==> src/common/cfm_defs.svh <==
`ifndef CFM_DEFS_SVH
`define CFM_DEFS_SVH

// ************************************************************
// Register offsets (byte addresses, one 32-bit word each)
// ************************************************************
`define CFM_OFS_CHAN_CTRL 8'h00
`define CFM_OFS_MIER_UPPER 8'h04
`define CFM_OFS_TXQ_CTRL 8'h08
`define CFM_OFS_RXQ_CTRL 8'h0c
`define CFM_OFS_TXQ_PTR 8'h10
`define CFM_OFS_RXQ_PTR 8'h14
`define CFM_OFS_MASK_A 8'h18
`define CFM_OFS_MASK_B 8'h1c
`define CFM_OFS_IDCMP_A 8'h20
`define CFM_OFS_IDCMP_B 8'h24
`define CFM_OFS_MSG_CTRL 8'h28
`define CFM_OFS_TX_ID 8'h30
`define CFM_OFS_TX_DLC 8'h34
`define CFM_OFS_TX_DLO 8'h38
`define CFM_OFS_TX_DHI 8'h3c
`define CFM_OFS_RX_ID 8'h40
`define CFM_OFS_RX_DLC 8'h44
`define CFM_OFS_RX_DLO 8'h48
`define CFM_OFS_RX_DHI 8'h4c

// ************************************************************
// Field positions
// ************************************************************
`define CFM_BIT_MODE_SEL 0
`define CFM_BIT_LOST_SEL 1
`define CFM_BIT_TXQ_IE 24
`define CFM_BIT_TXQ_ITIM 25
`define CFM_BIT_RXQ_IE 28
`define CFM_BIT_RXQ_ITIM 29
`define CFM_BIT_TXQ_EN 0
`define CFM_BIT_TXQ_FULL 1
`define CFM_BIT_TXQ_EMPTY 2
`define CFM_BIT_RXQ_EN 0
`define CFM_BIT_RXQ_LOST 1
`define CFM_BIT_RXQ_FULL 2
`define CFM_BIT_RXQ_WARN 3
`define CFM_BIT_RXQ_EMPTY 4
`define CFM_BIT_ID_RTR 30
`define CFM_BIT_ID_IDE 31

// ************************************************************
// Values and counts
// ************************************************************
`define CFM_PTR_ADVANCE 8'hff
`define CFM_QUEUE_DEPTH 3'h4
`define CFM_QUEUE_WARN 3'h3
`define CFM_RST_WORD 32'h0000_0000
`define CFM_RST_BYTE 8'h00

`endif

==> src/common/cfm_pkg.sv <==
package cfm_pkg;

    // One queued CAN message
    typedef struct packed {
        logic ide;
        logic rtr;
        logic [28:0] id;
        logic [3:0] dlc;
        logic [63:0] data;
    } cfm_msg_s;

    // Outcome strobes from the protocol engine for a queued frame
    typedef struct packed {
        logic done;
        logic error;
        logic arb_lost;
        logic halt;
    } cfm_txev_s;

    typedef logic [2:0] cfm_count_t;

endpackage

==> src/rtl/cfm_queue.sv <==
`timescale 1ns/1ps
`include "cfm_defs.svh"

module cfm_queue (
    // Clock and reset
    input wire logic clk,
    input wire logic rst_n,
    // Control
    input wire logic push,
    input wire cfm_pkg::cfm_msg_s push_msg,
    input wire logic pop,
    input wire logic flush,
    // State
    output cfm_pkg::cfm_count_t count,
    output cfm_pkg::cfm_msg_s head
);

    // ************************************************************
    // Four-stage message store
    // ************************************************************
    cfm_pkg::cfm_msg_s mem_ff [0:3];
    logic [1:0] rd_ptr_ff;
    logic [1:0] wr_ptr_ff;
    cfm_pkg::cfm_count_t count_ff;
    logic do_push;
    logic do_pop;

    // Push at full is only legal together with a pop (overwrite)
    assign do_pop = pop && (count_ff != 3'h0);
    assign do_push = push && ((count_ff != `CFM_QUEUE_DEPTH) || do_pop);

    // Message storage, no reset needed for data
    always_ff @(posedge clk) begin
        if (do_push) begin
            mem_ff[wr_ptr_ff] <= push_msg;
        end
    end

    // Pointers and fill level
    always_ff @(posedge clk) begin
        if (!rst_n || flush) begin
            rd_ptr_ff <= 2'h0;
            wr_ptr_ff <= 2'h0;
            count_ff <= 3'h0;
        end else begin
            if (do_push) begin
                wr_ptr_ff <= wr_ptr_ff + 2'h1;
            end
            if (do_pop) begin
                rd_ptr_ff <= rd_ptr_ff + 2'h1;
            end
            if (do_push && !do_pop) begin
                count_ff <= count_ff + 3'h1;
            end else if (do_pop && !do_push) begin
                count_ff <= count_ff - 3'h1;
            end
        end
    end

    assign count = count_ff;
    assign head = mem_ff[rd_ptr_ff];

endmodule

==> src/rtl/cfm_top.sv <==
// Our own choices: the plain strobed port and the register offsets.
`timescale 1ns/1ps
`include "cfm_defs.svh"

// Functional notes
// [RULE1] FIFO mode: 56-59 transmit, 60-63 receive queue
// [RULE2] Software writes slot 56, reads slot 60
// [RULE3] Pointers advance only on all-ones byte write
// [RULE4] Bit 24 gates transmit queue interrupt
// [RULE5] Bit 25: every send or only when emptied; code fires on the pop at level one even if a push refills the queue
// [RULE6] Bit 28 gates receive queue interrupt
// [RULE7] Bit 29: every receive or at warning level
// [RULE8] No interrupt when dropping full to warning
// [RULE9] Per-mailbox control of 56-63 ignored in FIFO mode
// [RULE10] Transmit enable runs queue; clearing halts it
// [RULE11] Disable mid-send flushes at next frame outcome
// [RULE12] Transmit queue four deep, empty and full flags
// [RULE13] Receive enable runs queue; clearing halts it
// [RULE14] Receive flags: empty 0, warning 3, full 4
// [RULE15] Frame at full receive queue sets lost flag
// [RULE16] Overrun: drop new frame, keep stored ones
// [RULE17] Overwrite: replace oldest, pointers auto advance
// [RULE18] Accept only on compare match under mask
// [RULE19] Software configures only in config or operation
// [RULE20] Abort by clearing enable; empty flag marks completion
// [RULE21] Software discards message overwritten during read
// [RULE22] Overrun never alters the presented read message
// [RULE23] Mode select: 0 normal, 1 FIFO mailbox
// [RULE24] Lost select: 0 overwrite, 1 overrun
// [RULE25] Other pointer control values change nothing

module cfm_top (
    // Clock and reset
    input wire logic clk,
    input wire logic rst_n,
    // Register port
    input wire logic [7:0] reg_addr,
    input wire logic [31:0] reg_wdata,
    input wire logic reg_wr,
    input wire logic reg_rd,
    output logic [31:0] reg_rdata,
    // Protocol engine, transmit side
    output logic tx_frame_valid,
    output cfm_pkg::cfm_msg_s tx_frame,
    input wire logic tx_busy,
    input wire cfm_pkg::cfm_txev_s tx_event,
    // Protocol engine, receive side
    input wire logic rx_frame_valid,
    input wire cfm_pkg::cfm_msg_s rx_frame,
    // Interrupt requests
    output logic tx_queue_irq,
    output logic rx_queue_irq
);

    // ************
    // Helper functions
    // ************

    // Identifier word as seen by filter and register reads
    function automatic logic [31:0] id_word(input cfm_pkg::cfm_msg_s m);
        id_word = {m.ide, m.rtr, 1'b0, m.id};
    endfunction

    // Compare under mask: a mask bit of 1 makes the bit significant
    function automatic logic id_hit(input logic [31:0] idw, input logic [31:0] cmp, input logic [31:0] msk);
        id_hit = (((idw ^ cmp) & msk) == 32'h0000_0000);
    endfunction

    // ************
    // Register state
    // ************
    logic mode_fifo_ff, lost_overrun_ff, txq_en_ff, rxq_en_ff, rxq_lost_ff, tx_irq_ff, rx_irq_ff;
    logic [31:0] mier_ff, mask_a_ff, mask_b_ff, idcmp_a_ff, idcmp_b_ff, rdata_ff;
    logic [7:0] msg_ctrl_ff;
    cfm_pkg::cfm_msg_s tx_stage_ff;

    // Decoded strobes
    logic wr_chan, wr_mier, wr_txq, wr_rxq, tx_ptr_go, rx_ptr_go, frame_end;

    // Queue wiring
    cfm_pkg::cfm_count_t txq_count, rxq_count;
    cfm_pkg::cfm_msg_s txq_head, rxq_head;
    logic txq_push, txq_pop, txq_flush, rxq_push, rxq_pop, txq_active, rxq_active, rx_match, rx_take;
    logic txq_empty, txq_full, rxq_empty, rxq_warn, rxq_full;

    // Write strobes per register
    assign wr_chan = reg_wr && (reg_addr == `CFM_OFS_CHAN_CTRL);
    assign wr_mier = reg_wr && (reg_addr == `CFM_OFS_MIER_UPPER);
    assign wr_txq = reg_wr && (reg_addr == `CFM_OFS_TXQ_CTRL);
    assign wr_rxq = reg_wr && (reg_addr == `CFM_OFS_RXQ_CTRL);

    // Only the all-ones byte moves a pointer, anything else is dropped
    assign tx_ptr_go = reg_wr && (reg_addr == `CFM_OFS_TXQ_PTR) && (reg_wdata[7:0] == `CFM_PTR_ADVANCE); // [RULE3] [RULE25]
    assign rx_ptr_go = reg_wr && (reg_addr == `CFM_OFS_RXQ_PTR) && (reg_wdata[7:0] == `CFM_PTR_ADVANCE); // [RULE3] [RULE25]

    // Any outcome of the frame on the bus ends a pending abort
    assign frame_end = tx_event.done || tx_event.error || tx_event.arb_lost || tx_event.halt; // [RULE11]

    // ************
    // Channel control and interrupt enables
    // ************

    // Mode and lost handling select
    always_ff @(posedge clk) begin
        if (!rst_n) begin
            mode_fifo_ff <= 1'b0;
            lost_overrun_ff <= 1'b0;
        end else if (wr_chan) begin
            mode_fifo_ff <= reg_wdata[`CFM_BIT_MODE_SEL]; // [RULE23]
            lost_overrun_ff <= reg_wdata[`CFM_BIT_LOST_SEL]; // [RULE24]
        end
    end

    // Upper mailbox interrupt enable word
    always_ff @(posedge clk) begin
        if (!rst_n) begin
            mier_ff <= `CFM_RST_WORD;
        end else if (wr_mier) begin
            mier_ff <= reg_wdata;
        end
    end

    // Queues exist only in FIFO mailbox mode
    assign txq_active = mode_fifo_ff && txq_en_ff; // [RULE1] [RULE10]
    assign rxq_active = mode_fifo_ff && rxq_en_ff; // [RULE1] [RULE13]

    // ************
    // Filter registers
    // ************

    // Two masks and two compare words, written freely
    always_ff @(posedge clk) begin
        if (!rst_n) begin
            mask_a_ff <= `CFM_RST_WORD;
            mask_b_ff <= `CFM_RST_WORD;
            idcmp_a_ff <= `CFM_RST_WORD;
            idcmp_b_ff <= `CFM_RST_WORD;
        end else if (reg_wr) begin
            if (reg_addr == `CFM_OFS_MASK_A) begin
                mask_a_ff <= reg_wdata;
            end else if (reg_addr == `CFM_OFS_MASK_B) begin
                mask_b_ff <= reg_wdata;
            end else if (reg_addr == `CFM_OFS_IDCMP_A) begin
                idcmp_a_ff <= reg_wdata;
            end else if (reg_addr == `CFM_OFS_IDCMP_B) begin
                idcmp_b_ff <= reg_wdata;
            end
        end
    end

    // Either compare word under either mask admits the frame
    assign rx_match = id_hit(id_word(rx_frame), idcmp_a_ff, mask_a_ff) ||
                      id_hit(id_word(rx_frame), idcmp_a_ff, mask_b_ff) ||
                      id_hit(id_word(rx_frame), idcmp_b_ff, mask_a_ff) ||
                      id_hit(id_word(rx_frame), idcmp_b_ff, mask_b_ff); // [RULE18]

    // ************
    // Per-mailbox control for the queue slots
    // ************

    // Kept for normal mode only; FIFO mode locks it so it steers nothing
    always_ff @(posedge clk) begin
        if (!rst_n) begin
            msg_ctrl_ff <= `CFM_RST_BYTE;
        end else if (reg_wr && (reg_addr == `CFM_OFS_MSG_CTRL) && !mode_fifo_ff) begin
            msg_ctrl_ff <= reg_wdata[7:0]; // [RULE9]
        end
    end

    // ************
    // Transmit queue
    // ************

    // Slot 56 staging: software composes the message here
    always_ff @(posedge clk) begin
        if (!rst_n) begin
            tx_stage_ff <= '0;
        end else if (reg_wr) begin
            if (reg_addr == `CFM_OFS_TX_ID) begin
                tx_stage_ff.ide <= reg_wdata[`CFM_BIT_ID_IDE]; // [RULE2]
                tx_stage_ff.rtr <= reg_wdata[`CFM_BIT_ID_RTR];
                tx_stage_ff.id <= reg_wdata[28:0];
            end else if (reg_addr == `CFM_OFS_TX_DLC) begin
                tx_stage_ff.dlc <= reg_wdata[3:0];
            end else if (reg_addr == `CFM_OFS_TX_DLO) begin
                tx_stage_ff.data[31:0] <= reg_wdata;
            end else if (reg_addr == `CFM_OFS_TX_DHI) begin
                tx_stage_ff.data[63:32] <= reg_wdata;
            end
        end
    end

    // Enable bit; a write of zero is the abort request
    always_ff @(posedge clk) begin
        if (!rst_n) begin
            txq_en_ff <= 1'b0;
        end else if (wr_txq) begin
            txq_en_ff <= reg_wdata[`CFM_BIT_TXQ_EN]; // [RULE10] [RULE20]
        end
    end

    // Flush when idle and disabled, or at the outcome of the last frame
    assign txq_flush = !txq_en_ff && !txq_empty && (!tx_busy || frame_end); // [RULE11] [RULE20]
    assign txq_push = tx_ptr_go && txq_active && !txq_full; // [RULE3] [RULE12]
    assign txq_pop = tx_event.done && txq_active && !txq_empty;

    cfm_queue u_txq (
        .clk(clk),
        .rst_n(rst_n),
        .push(txq_push),
        .push_msg(tx_stage_ff),
        .pop(txq_pop),
        .flush(txq_flush),
        .count(txq_count),
        .head(txq_head)
    );

    // Transmit flags follow the fill level
    assign txq_empty = (txq_count == 3'h0); // [RULE12] [RULE20]
    assign txq_full = (txq_count == `CFM_QUEUE_DEPTH); // [RULE12]

    // Halted queue offers nothing to the engine
    assign tx_frame_valid = txq_active && !txq_empty; // [RULE10]
    assign tx_frame = txq_head;

    // ************
    // Receive queue
    // ************

    // Enable bit; halting keeps the stored messages
    always_ff @(posedge clk) begin
        if (!rst_n) begin
            rxq_en_ff <= 1'b0;
        end else if (wr_rxq) begin
            rxq_en_ff <= reg_wdata[`CFM_BIT_RXQ_EN]; // [RULE13]
        end
    end

    // Accepted frame; at full the lost handling decides
    assign rx_take = rx_frame_valid && rxq_active && rx_match; // [RULE18]
    assign rxq_push = rx_take && (!rxq_full || !lost_overrun_ff || rx_ptr_go); // [RULE16] [RULE17]
    assign rxq_pop = (rx_ptr_go && rxq_active) || (rx_take && rxq_full && !lost_overrun_ff); // [RULE3] [RULE17]

    // Lost flag: set wins over a software clear in the same cycle
    always_ff @(posedge clk) begin
        if (!rst_n) begin
            rxq_lost_ff <= 1'b0;
        end else if (rx_take && rxq_full && !rx_ptr_go) begin
            rxq_lost_ff <= 1'b1; // [RULE15]
        end else if (wr_rxq && !reg_wdata[`CFM_BIT_RXQ_LOST]) begin
            rxq_lost_ff <= 1'b0;
        end
    end

    cfm_queue u_rxq (
        .clk(clk),
        .rst_n(rst_n),
        .push(rxq_push),
        .push_msg(rx_frame),
        .pop(rxq_pop),
        .flush(1'b0),
        .count(rxq_count),
        .head(rxq_head)
    );

    // Receive flags follow the fill level
    assign rxq_empty = (rxq_count == 3'h0); // [RULE14]
    assign rxq_warn = (rxq_count == `CFM_QUEUE_WARN); // [RULE14]
    assign rxq_full = (rxq_count == `CFM_QUEUE_DEPTH); // [RULE14]

    // ************
    // Interrupt requests
    // ************

    // Transmit: every completion, or only the pop at a fill level of one, even with a push in that cycle
    always_ff @(posedge clk) begin
        if (!rst_n) begin
            tx_irq_ff <= 1'b0;
        end else begin
            tx_irq_ff <= txq_pop && mier_ff[`CFM_BIT_TXQ_IE] &&
                         (!mier_ff[`CFM_BIT_TXQ_ITIM] || (txq_count == 3'h1)); // [RULE4] [RULE5]
        end
    end

    // Receive: every store, or a store taking the level from two to three
    // A pop from full to three is no store, so it never fires
    always_ff @(posedge clk) begin
        if (!rst_n) begin
            rx_irq_ff <= 1'b0;
        end else begin
            rx_irq_ff <= rxq_push && mier_ff[`CFM_BIT_RXQ_IE] &&
                         (!mier_ff[`CFM_BIT_RXQ_ITIM] ||
                          (!rxq_pop && (rxq_count == (`CFM_QUEUE_WARN - 3'h1)))); // [RULE6] [RULE7] [RULE8]
        end
    end

    assign tx_queue_irq = tx_irq_ff;
    assign rx_queue_irq = rx_irq_ff;

    // ************
    // Read path
    // ************

    // Registered read data; slot 60 always shows the oldest message
    // In overrun mode the head only moves on a pointer write
    always_ff @(posedge clk) begin
        if (!rst_n) begin
            rdata_ff <= `CFM_RST_WORD;
        end else if (reg_rd) begin
            if (reg_addr == `CFM_OFS_CHAN_CTRL) begin
                rdata_ff <= {30'h0, lost_overrun_ff, mode_fifo_ff};
            end else if (reg_addr == `CFM_OFS_MIER_UPPER) begin
                rdata_ff <= mier_ff;
            end else if (reg_addr == `CFM_OFS_TXQ_CTRL) begin
                rdata_ff <= {29'h0, txq_empty, txq_full, txq_en_ff}; // [RULE12]
            end else if (reg_addr == `CFM_OFS_RXQ_CTRL) begin
                rdata_ff <= {27'h0, rxq_empty, rxq_warn, rxq_full, rxq_lost_ff, rxq_en_ff}; // [RULE14]
            end else if (reg_addr == `CFM_OFS_MASK_A) begin
                rdata_ff <= mask_a_ff;
            end else if (reg_addr == `CFM_OFS_MASK_B) begin
                rdata_ff <= mask_b_ff;
            end else if (reg_addr == `CFM_OFS_IDCMP_A) begin
                rdata_ff <= idcmp_a_ff;
            end else if (reg_addr == `CFM_OFS_IDCMP_B) begin
                rdata_ff <= idcmp_b_ff;
            end else if (reg_addr == `CFM_OFS_MSG_CTRL) begin
                rdata_ff <= {24'h0, msg_ctrl_ff};
            end else if (reg_addr == `CFM_OFS_TX_ID) begin
                rdata_ff <= id_word(tx_stage_ff);
            end else if (reg_addr == `CFM_OFS_TX_DLC) begin
                rdata_ff <= {28'h0, tx_stage_ff.dlc};
            end else if (reg_addr == `CFM_OFS_TX_DLO) begin
                rdata_ff <= tx_stage_ff.data[31:0];
            end else if (reg_addr == `CFM_OFS_TX_DHI) begin
                rdata_ff <= tx_stage_ff.data[63:32];
            end else if (reg_addr == `CFM_OFS_RX_ID) begin
                rdata_ff <= id_word(rxq_head); // [RULE2] [RULE22]
            end else if (reg_addr == `CFM_OFS_RX_DLC) begin
                rdata_ff <= {28'h0, rxq_head.dlc};
            end else if (reg_addr == `CFM_OFS_RX_DLO) begin
                rdata_ff <= rxq_head.data[31:0];
            end else if (reg_addr == `CFM_OFS_RX_DHI) begin
                rdata_ff <= rxq_head.data[63:32];
            end else begin
                rdata_ff <= `CFM_RST_WORD;
            end
        end else begin
            rdata_ff <= `CFM_RST_WORD;
        end
    end

    assign reg_rdata = rdata_ff;

endmodule

==> config.mk <==
export PLATFORM = sky130hd
export DESIGN_NAME = cfm_top
export DESIGN_NICKNAME = d
export VERILOG_FILES = /design/src/common/cfm_pkg.sv /design/src/rtl/cfm_queue.sv /design/src/rtl/cfm_top.sv
export VERILOG_INCLUDE_DIRS = /design/src /design/src/common
export SDC_FILE = /design/constraint.sdc
export NUM_CORES = 1
export LEC_CHECK = 0
export BUFFER_PORTS_ARGS = -buffer_cell sky130_fd_sc_hd__clkbuf_2
export CORE_MARGIN = 1
export CORE_UTILIZATION = 35
export DETAILED_ROUTE_END_ITERATION = 12
export GPL_TIMING_DRIVEN = 1
export PLACE_DENSITY = 0.62
export SKIP_LAST_GASP = 1
export SYNTH_ARGS = -nofsm -noshare
export SYNTH_HDL_FRONTEND = slang
export SYNTH_SLANG_ARGS = --single-unit
==> constraint.sdc <==
create_clock -name clk -period 9.66 [get_ports clk]
set_input_delay 1.449 -clock clk [delete_from_list [all_inputs] [get_ports clk]]
set_output_delay 1.449 -clock clk [all_outputs]
set_load 0.03 [all_outputs]
# Yosys cells after proc, flatten, opt, wreduce, memory -nomap -nowiden
# Memory sizes are Yosys's and may differ from the RTL's. A register that Yosys moved wholly into a read port is not among the register bits.
# Index checks and enable logic that the tools add are counted.
totals:
  regBits: 320
  ram_bits: 792
  inputBits: 149
  out_inout_bits: 134
  wordCells: 202
  memories: 2
op_classes:
  addsub: 8
  n_eq_ne: 26
  mux: 31
  bitwise: 14
  n_reduce_logical: 94
memory_table:
  columns: ["name", "words", "width", "read_ports", "rd_clocked_by_memory_dff", "write_ports", "line_no", "text"]
  rows:
  - ["u_rxq.mem_ff", 4, 99, 1, 1, 1, "cfm_queue.sv:21", "cfm_pkg::cfm_msg_s mem_ff [0:3];"]
  - ["u_txq.mem_ff", 4, 99, 1, 1, 1, "cfm_queue.sv:21", null]
ops:
  columns: ["op", "n"]
  rows:
  - ["2-to-1 mux 32 bit", 16]
  - ["AND 32 bit", 4]
  - ["logical NOT 32 bit", 4]
  - ["bitwise XOR 32 bit", 2]
  - ["== test 8 x 6 -> 1 bit (second input constant)", 7]
  - ["logical AND 1 bit", 40]
  - ["== test 8 x 5 -> 1 bit (second input constant)", 4]
  - ["== test 8 x 7 -> 1 bit (second input constant)", 4]
  - ["logical NOT 1 bit", 17]
  - ["== test 8 x 4 -> 1 bit (second input constant)", 2]
  - ["logical OR 1 bit", 15]
  - ["2-to-1 mux 3 bit", 4]
  - ["2-to-1 mux 2 bit", 5]
  - ["AND reduction 5 bit", 2]
  - ["adder 2 x 1 -> 2 bit (second input constant)", 4]
  - ["== test 8 x 3 -> 1 bit (second input constant)", 1]
  - ["== test 8 bit (second input constant)", 1]
  - ["logical NOT 8 bit", 1]
  - ["inverter 1 bit", 8]
  - ["AND reduction 4 bit", 2]
  - ["adder 3 x 1 -> 3 bit (second input constant)", 2]
  - ["== test 3 x 2 -> 1 bit (second input constant)", 2]
  - ["== test 3 bit (second input constant)", 2]
  - ["logical NOT 3 bit", 2]
  - ["9 further kinds", 22]

# Logic depth before layout (Yosys ltp)
# Gate-level depths: netlist (run 1).
logic_depth:
  ltp_word: 18
  ltp_mapped: 14

# Modules after synthesis
# From an unflattened synthesis (run 1), not the netlist that was laid out.
unflattened:
  cells_unflattened: 2967
  area_unflattened_um2: 44446.4
by_module_without_submodules:
  columns: ["mod", "instances", "cells_per_inst", "area_per_inst_um2", "seq_area_each_um2"]
  rows:
  - ["cfm_queue", 2, 565, 14712.9, 12071.6]
  - ["cfm_top", 1, 1837, 15020.7, 6125.9]

# Worst setup path after synthesis (run 1)
# No wires, ideal clock.
synth_path:
  path_type: "in2reg"
  from: "in rx_frame[91] (netlist name)"
  to: "mem u_rxq.mem_ff[0][0] (netlist name), enable pin"
  arrival_ps: 5052
  required_time_ps: 9191
  slack_ps: 4139
  stages: 9
  cell_sequence: "xor2_1 a22o_1 a221oi_1 nand4_1 nor3_1 or4_4 nand2_1 a21oi_2 and2_1"
synth_via:
  elab_chain_cells: 15
synth_lines:
  columns: ["element", "line_no", "text"]
  rows:
  - ["from (decl)", "cfm_top.sv:49", "input wire cfm_pkg::cfm_msg_s rx_frame,"]
  - ["bitwise XOR 32 bit", "cfm_top.sv:66", "id_hit = (((idw ^ cmp) & msk) == 32'h0000_0000);"]
  - ["AND 32 bit", "cfm_top.sv:66", null]
  - ["logical NOT 32 bit", "cfm_top.sv:66", null]
  - ["logical OR 1 bit", "cfm_top.sv:152", "assign rx_match = id_hit(id_word(rx_frame), idcmp_a_ff, mask_a_ff) ||"]
  - ["logical OR 1 bit", "cfm_top.sv:153", "id_hit(id_word(rx_frame), idcmp_a_ff, mask_b_ff) ||"]
  - ["logical OR 1 bit *", "cfm_top.sv:154", "id_hit(id_word(rx_frame), idcmp_b_ff, mask_a_ff) ||"]
  - ["logical AND 1 bit *", "cfm_top.sv:240", "assign rx_take = rx_frame_valid && rxq_active && rx_match;"]
  - ["logical AND 1 bit (2 in series)", "cfm_top.sv:242", "assign rxq_pop = (rx_ptr_go && rxq_active) || (rx_take && rxq_full && !lost_overrun_ff);"]
  - ["logical OR 1 bit", "cfm_top.sv:242", null]
  - ["logical AND 1 bit", "cfm_queue.sv:29", "assign do_pop = pop && (count_ff != 3'h0);"]
  - ["logical OR 1 bit", "cfm_queue.sv:30", "assign do_push = push && ((count_ff != `CFM_QUEUE_DEPTH) || do_pop);"]
  - ["logical AND 1 bit *", "cfm_queue.sv:30", null]
  - ["via u_rxq.do_push", "cfm_queue.sv:25", "logic do_push;"]
  - ["2-to-1 mux 1 bit *", "cfm_queue.sv:34", "if (do_push) begin"]
  - ["2-to-1 mux 1 bit (implied by the code) *", "cfm_queue.sv:35", "mem_ff[wr_ptr_ff] <= push_msg;"]
  - ["to (decl)", "cfm_queue.sv:21", null]
# Mark *: on every way through the listed nets, which the timed path passes. The rest lies on a longest branch.

==> out/results.ini, run 1 <==
[yosys]
ys.flop_type=edfxtp_1
ys_top_cells_by_area=edfxtp_1, dfxtp_1, mux4_2
postSynthAreaPerCell_um2=14.92
synth_top_area_share_pct=53.45
synthCells=2983
synthDistinctLibCells=61
synth_edf_count=792
synth_area_mm2=0.04450
syn-num-nets=3147
synth.largest_area_cell=edfxtp_1
async_flop_share_pct=0
synth_seq_cells=1116
yosysSeqAreaShare_pct=68.03
ys_warn_count=0

[clock_network]
cts.sinks=1116
clk_pin_slew_worst_paths_ps=60
clk-insertion-delay-late_ps=710
clockRootBuffer=clkbuf_16
numCtsBuffers=113
ctsResizeCount=0
postCtsHoldBufs=0
htreeDepth=3
postCtsSetupBuffers=0
cts_tree=yes
cts.path.max_buffers=3

[worst_setup_path]
worstPathArrival_ps=3400
crit_required_ps=8210
crit_type=register to output port
cp-end-kind=output port
crit_fanout=42
crit_slowest_cell=dfxtp_4
cp_slowest_stage_delay_ps=880
start_kind=register
reg2reg_slack_ps=5390
cp_top_family=buffers and inverters
crit_buf_inv=2
path_cells=buf_4, mux4_2, clkbuf_2

[drt]
wl_per_cell_um=27.29
drtPass1Iterations=6
ant_nets=0
drt_first_iter_violations=3114
drc_errors=0
routed-via-count=27090
wl_um=135400
viasPerCell=5.461

[global_route]
antenna_found_initial=26
grt_pass1_vias=26300
gr-total-overflow=0
grt_use_total_pct=20.83
grt_max_degree=106
grt_first_pass_wirelength_um=193000

[sta]
tightest_slew_ps=1054
setup_ws_ps=4816
grt_setup_unrepaired=no
finalSetupViolCount=0
fin_tns_setup_ps=0
maxSlewHeadroom_pct=29.76
max_freq_mhz=206.4
drv_slew=0
hold_viol_final=0
period_share_pct=50.15
fin_crit_ps=4844
fin_worst_skew_ps=35.19

[final_layout]
fin_nets=3370
final_area_mm2=0.05095
drive_gt1_share_pct=22.09
fin_cells=4960
areaGrowthSynthToFinish_pct=14.50

[die]
core_area_mm2=0.1259
die-area_mm2=0.1286
floorplan.initialDensity_pct=35.34
die_y_um=358.6
top_level_ports=283
rows=130
die_w_um=358.6

[power_and_ir_drop]
power.density_mw_per_mm2=186.6
leakage_nw=17.42
vdd_drop_max_mv=0.1399

[placed_design]
port_buffers=282
placement.cell_area_mm2=0.04736
post-dp-hpwl_um=94180
place.gp.congestion=0.9517
pre_cts_ws_ps=4083
placed_cells=4741

[hold_path]
holdCritPathClass=register to register

[flow_run]
max_cap_viol_count=0

[run_status]
outcome=completed

-- cells in the final DEF (no fill, tap or decap), types with 23 or more instances in the layout --
master	synthesis	layout
mux2i_1	23	23
a22oi_1	48	48
clkbuf_1	129	41
o221ai_1	25	25
a21boi_0	259	259
clkbuf_2	0	281
mux4_2	198	198
a221oi_1	86	86
edfxtp_1	792	792
a22o_1	64	64
buf_4	28	38
clkbuf_16	0	115
xor2_1	67	67
nand2_1	561	558
a21oi_1	39	39
nor2_1	78	72
dfxtp_1	324	320
-- power by group --
group / switching (W) / leakage (nW) / internal (W) / total, W
Clock: 0.00183 / 1.74 / 0.00239 / 0.00422
Combinational: 0.000138 / 4.91 / 0.0000560 / 0.000194
Sequential: 0.00000308 / 10.8 / 0.00509 / 0.00509
Total: 0.00197 / 17.4 / 0.00754 / 0.00951
-- cells by family (layout without fill, tap and decap cells) --
logic type      Yosys count  after routing  synth area share [%]
compound gates          587            587                 10.25
xor+xnor                 70             70                 1.378
fa+ha+maj                15             15                0.4387
buf+inv                 224            546                 2.337
flops                  1116           1116                 68.03
mux                     225            225                 10.64
other cells               0              5                     0
simple gates            746            746                 6.929
-- final timing paths --
check,from,end,depth (start not counted)
worst max-delay path,register,tx_frame[85],3
worst min-delay path,mier_ff[8],mier_ff[8],2
worst max register to register,idcmp_b_ff[28],u_rxq.mem_ff[3][76],10
worst min register to register,mier_ff[8],mier_ff[8],2
-- cell usage after synthesis (39+ instances only) --
library cell / n
a221oi_1: 86
clkbuf_1: 129
edfxtp_1: 792
xor2_1: 67
a21oi_1: 39
a22oi_1: 48
mux4_2: 198
nand2_1: 561
dfxtp_1: 324
a22o_1: 64
a21boi_0: 259
nor2_1: 78
-- sequential cells by signal (all words and copies together) (netlist names), 2 cells and up, named ones only --
| signal | cells |
|---|---|
| u_txq.rd_ptr_ff | 2 |
| mask_b_ff | 32 |
| u_rxq.rd_ptr_ff | 2 |
| u_txq.wr_ptr_ff | 2 |
| idcmp_a_ff | 32 |
| u_txq.mem_ff | 396 |
| u_txq.count | 3 |
| tx_stage_ff | 99 |
| msg_ctrl_ff | 8 |
| u_rxq.wr_ptr_ff | 2 |
| mask_a_ff | 32 |
| idcmp_b_ff | 32 |
| u_rxq.mem_ff | 396 |
| mier_ff | 32 |
| reg_rdata | 32 |
| u_rxq.count | 3 |
-- stage by stage --
step | total power, W | utilization (%) | hold slack, ps
2_1_floorplan | 0.005279 | - | 432.2
3_3_place_gp | 0.005381 | 37.61 | 444.3
4_1_cts | 0.009579 | 40.46 | 467.3
5_1_grt | 0.009767 | 40.46 | 487.8
6_report | 0.009505 | 40.47 | 467.4
3_5_place_dp | 0.005384 | 37.61 | 459.5
-- per-layer routing --
layer  up-vias  wire (µm)  global-route usage (%)
met3       211      10780                   4.599
met5         -        191                       0
met1     13810      59550                   29.97
met2      1160      61120                   31.62
met4        26       3732                   5.831
li1      11880          -                       -
-- worst min-delay path: stages (launching register included) --
cell and delay, ps:
dfxtp_1 310, nand2_1 50, a21boi_0 60
-- area by class of cell --
type                    count  area (µm²)
flip-flops and latches   1116       30280
inverters                  12       45.04
fillers                 11560       74950
diodes                      5       12.51
multi-input cells        1643       13260
repair buffers            320        1703
clock inverters            47       395.4
clock buffers             167        3183
well taps                1650        2064
Power figures use the tool's default switching activity.
==> run 2: changes to the inputs <==
- ABC_AREA: unset -> 1
- PLACE_DENSITY: 0.62 -> 0.64
- clock period: 9.66 -> 3.95 ns (I/O delays scaled with it)
==> run 2 against run 1 <==
Compared with the run above: die area increased by 3.2%; count of clock-buffer cells in the layout decreased by 22; critical endpoint is now tx_frame[1]; worst hold slack got worse by 410 ps; critical path type unchanged.
==> out/results.ini, run 2 <==
[run_status]
outcome=completed

[final_layout]
areaGrowthSynthToFinish_pct=16.95
fin_util_pct=41.36  ; +0.90 points
final_common_cell=nand2_1
fin_cells=6666  ; +34%
fillers=12500  ; +8.1%
multi_input_area_mm2=0.01333  ; +0.56%
final_cell_mix=nand2_1, edfxtp_1, o21ai_0, nor2_1, a21oi_1
fin_nets=4976  ; +48%
drive_gt1_share_pct=13.11  ; -9.0 points
reg.largest.list=u_rxq.mem_ff x396, u_txq.mem_ff x396, tx_stage_ff x99
regArea_mm2=0.03028  ; about the same

[sta]
setup_ws_ps=323.1  ; -4492 ps
grt_setup_unrepaired=no
drv_slew=0  ; unchanged
fin_crit_ps=3627
hold_viol_final=0  ; unchanged
whs_ps=57.13  ; -410.3 ps
period_share_pct=91.82
finalSetupViolCount=0  ; unchanged
tightest_slew_ps=1273  ; +219.9 ps
maxSlewHeadroom_pct=15.01  ; -15 points
max_freq_mhz=275.7
fin_worst_skew_ps=98.12  ; +62.93 ps

[clock_network]
postCtsHoldBufs=0  ; unchanged
cts.path.max_buffers=3  ; unchanged
clk-insertion-delay-late_ps=780  ; +70 ps
clk_pin_slew_worst_paths_ps=60  ; about the same
ctsResizeCount=0  ; unchanged
cts_tree=yes
postCtsSetupBuffers=0  ; unchanged
numCtsBuffers=114  ; +0.88%
cts.sinks=1116  ; unchanged
clockRootBuffer=clkbuf_16
htreeDepth=3  ; unchanged

[placed_design]
placed_cells=6438  ; +36%
port_buffers=282  ; unchanged
place.gp.congestion=1.001  ; +5.2%
pre_cts_ws_ps=472.4  ; -3610 ps
post-dp-hpwl_um=108300  ; +15%

[yosys]
syn-num-nets=4724  ; +50%
synth_top_area_share_pct=51.80  ; -1.6 points
synth.most_common_cell=nand2_1
yosysSeqAreaShare_pct=65.93  ; -2.1 points
synth.largest_area_cell=edfxtp_1
async_flop_share_pct=0  ; unchanged
synthCells=4560  ; +53%
postSynthAreaPerCell_um2=10.07  ; -33%
ys.flop_type=edfxtp_1
synth_area_mm2=0.04591  ; +3.2%
ys_warn_count=0  ; unchanged
synth_edf_count=792  ; unchanged
ys_top_cells_by_count=nand2_1, edfxtp_1, o21ai_0, nor2_1, a21oi_1
ys_top_cells_by_area=edfxtp_1, dfxtp_1, nand2_1
synth_seq_cells=1116  ; unchanged
synthDistinctLibCells=43  ; -30%

[global_route]
grt_max_degree=199  ; +88%
antenna_found_initial=29  ; +12%
grt_pass1_vias=32630  ; +24%
gr-total-overflow=0  ; unchanged
grt_use_total_pct=23.19  ; +2.4 points
grt_first_pass_wirelength_um=224500  ; +16%

[drt]
routed-via-count=35780  ; +32%
ant_nets=0  ; unchanged
drt_first_iter_violations=4369  ; +40%
drc_errors=0  ; unchanged
wl_um=157600  ; +16%
drtPass1Iterations=6  ; unchanged
viasPerCell=5.367  ; -1.7%
wl_per_cell_um=23.64  ; -13%

[worst_setup_path]
crit_slowest_cell=inv_2
crit_fanout=42  ; unchanged
path_cells=inv_2, buf_4, o21ai_0, o22ai_1, clkbuf_2
crit_type=register to output port
cp_slowest_stage_delay_ps=660  ; -220 ps
worstPathArrival_ps=3030  ; -370 ps
cp-end-kind=output port
crit_required_ps=3360  ; -4850 ps
start_kind=register

[hold_path]
holdCritPathClass=input port to register

[die]
core_area_mm2=0.1298  ; +3.1%
floorplan.initialDensity_pct=35.37  ; about the same
die-area_mm2=0.1326  ; +3.2%
top_level_ports=283  ; unchanged
die_w_um=364.2  ; +1.6%
die_y_um=364.2  ; +1.6%
rows=132  ; +1.5%

[flow_run]
max_cap_viol_count=0  ; unchanged

[power_and_ir_drop]
p_total_w=0.02421  ; +150%
vdd_drop_max_mv=0.4705  ; +240%
leakage_nw=19.56  ; +12%
power.density_mw_per_mm2=450.8  ; +140%

run 2: changes by cell type in the layout (fill, tap and decap cells not counted), moves of 206 or more:
cell,previous run,this run
o21ai_0,18,576
nor2_1,72,531
a21oi_1,39,407
inv_1,12,289
a21boi_0,259,0
nand2_1,558,803
nand3_1,12,218
run 2: cell families after synthesis:
family	after synthesis	synth area share [%]
compound gates	1233	14.19
xor+xnor	3	0.05724
fa+ha+maj	15	0.4252
buf+inv	584	5.197
flops	1116	65.93
simple gates	1609	14.20
run 2: worst paths after layout:
check,start,end,slack (ps),cells past startpoint
min reg2reg,msg_ctrl_ff[3],msg_ctrl_ff[3],460,2
max reg2reg,register,reg_rdata[8],790,14
min,rx_frame[49],u_rxq.mem_ff[0][49],60,1
max,register,tx_frame[1],320,5
run 2: layer usage:
| metal | share of wire, % | track usage (%) |
|---|---|---|
| met4 | 4.4 | 10.33 |
| met3 | 9.1 | 4.202 |
| met2 | 45 | 35.82 |
| met5 | 0.065 | 0 |
| met1 | 41 | 31.73 |
run 2: metrics by stage:
stage | setup TNS [ps] | instance area [µm²]
final | 0 | 53690
after detailed placement | 0 | 49750
after CTS | 0 | 53670
after global routing | 0 | 53680
after global placement | 0 | 49750
after floorplan | -298680 | 45950
run 2: final cells by class:
class                   instances  area share, %
flip-flops and latches       1116          56.39
multi-input cells            2860          24.83
clock buffers                 145          5.718
repair buffers                413          5.210
well taps                    1742          4.059
inverters                     307          2.165
clock inverters                72          1.573
diodes                         11        0.05127
run 2: critical path, delay by kind of cell, from the launching register on:
family	cells	cell delay, ps
buffers and inverters	3	1310
AO/OA/AOI/OAI	2	430
flip-flops	1	460
run 2: where the power goes:
part	total (W)	internal, W	switching (W)
combinational	0.000539	0.000121	0.000419
clock	0.0112	0.00640	0.00481
sequential	0.0125	0.0124	0.00000945
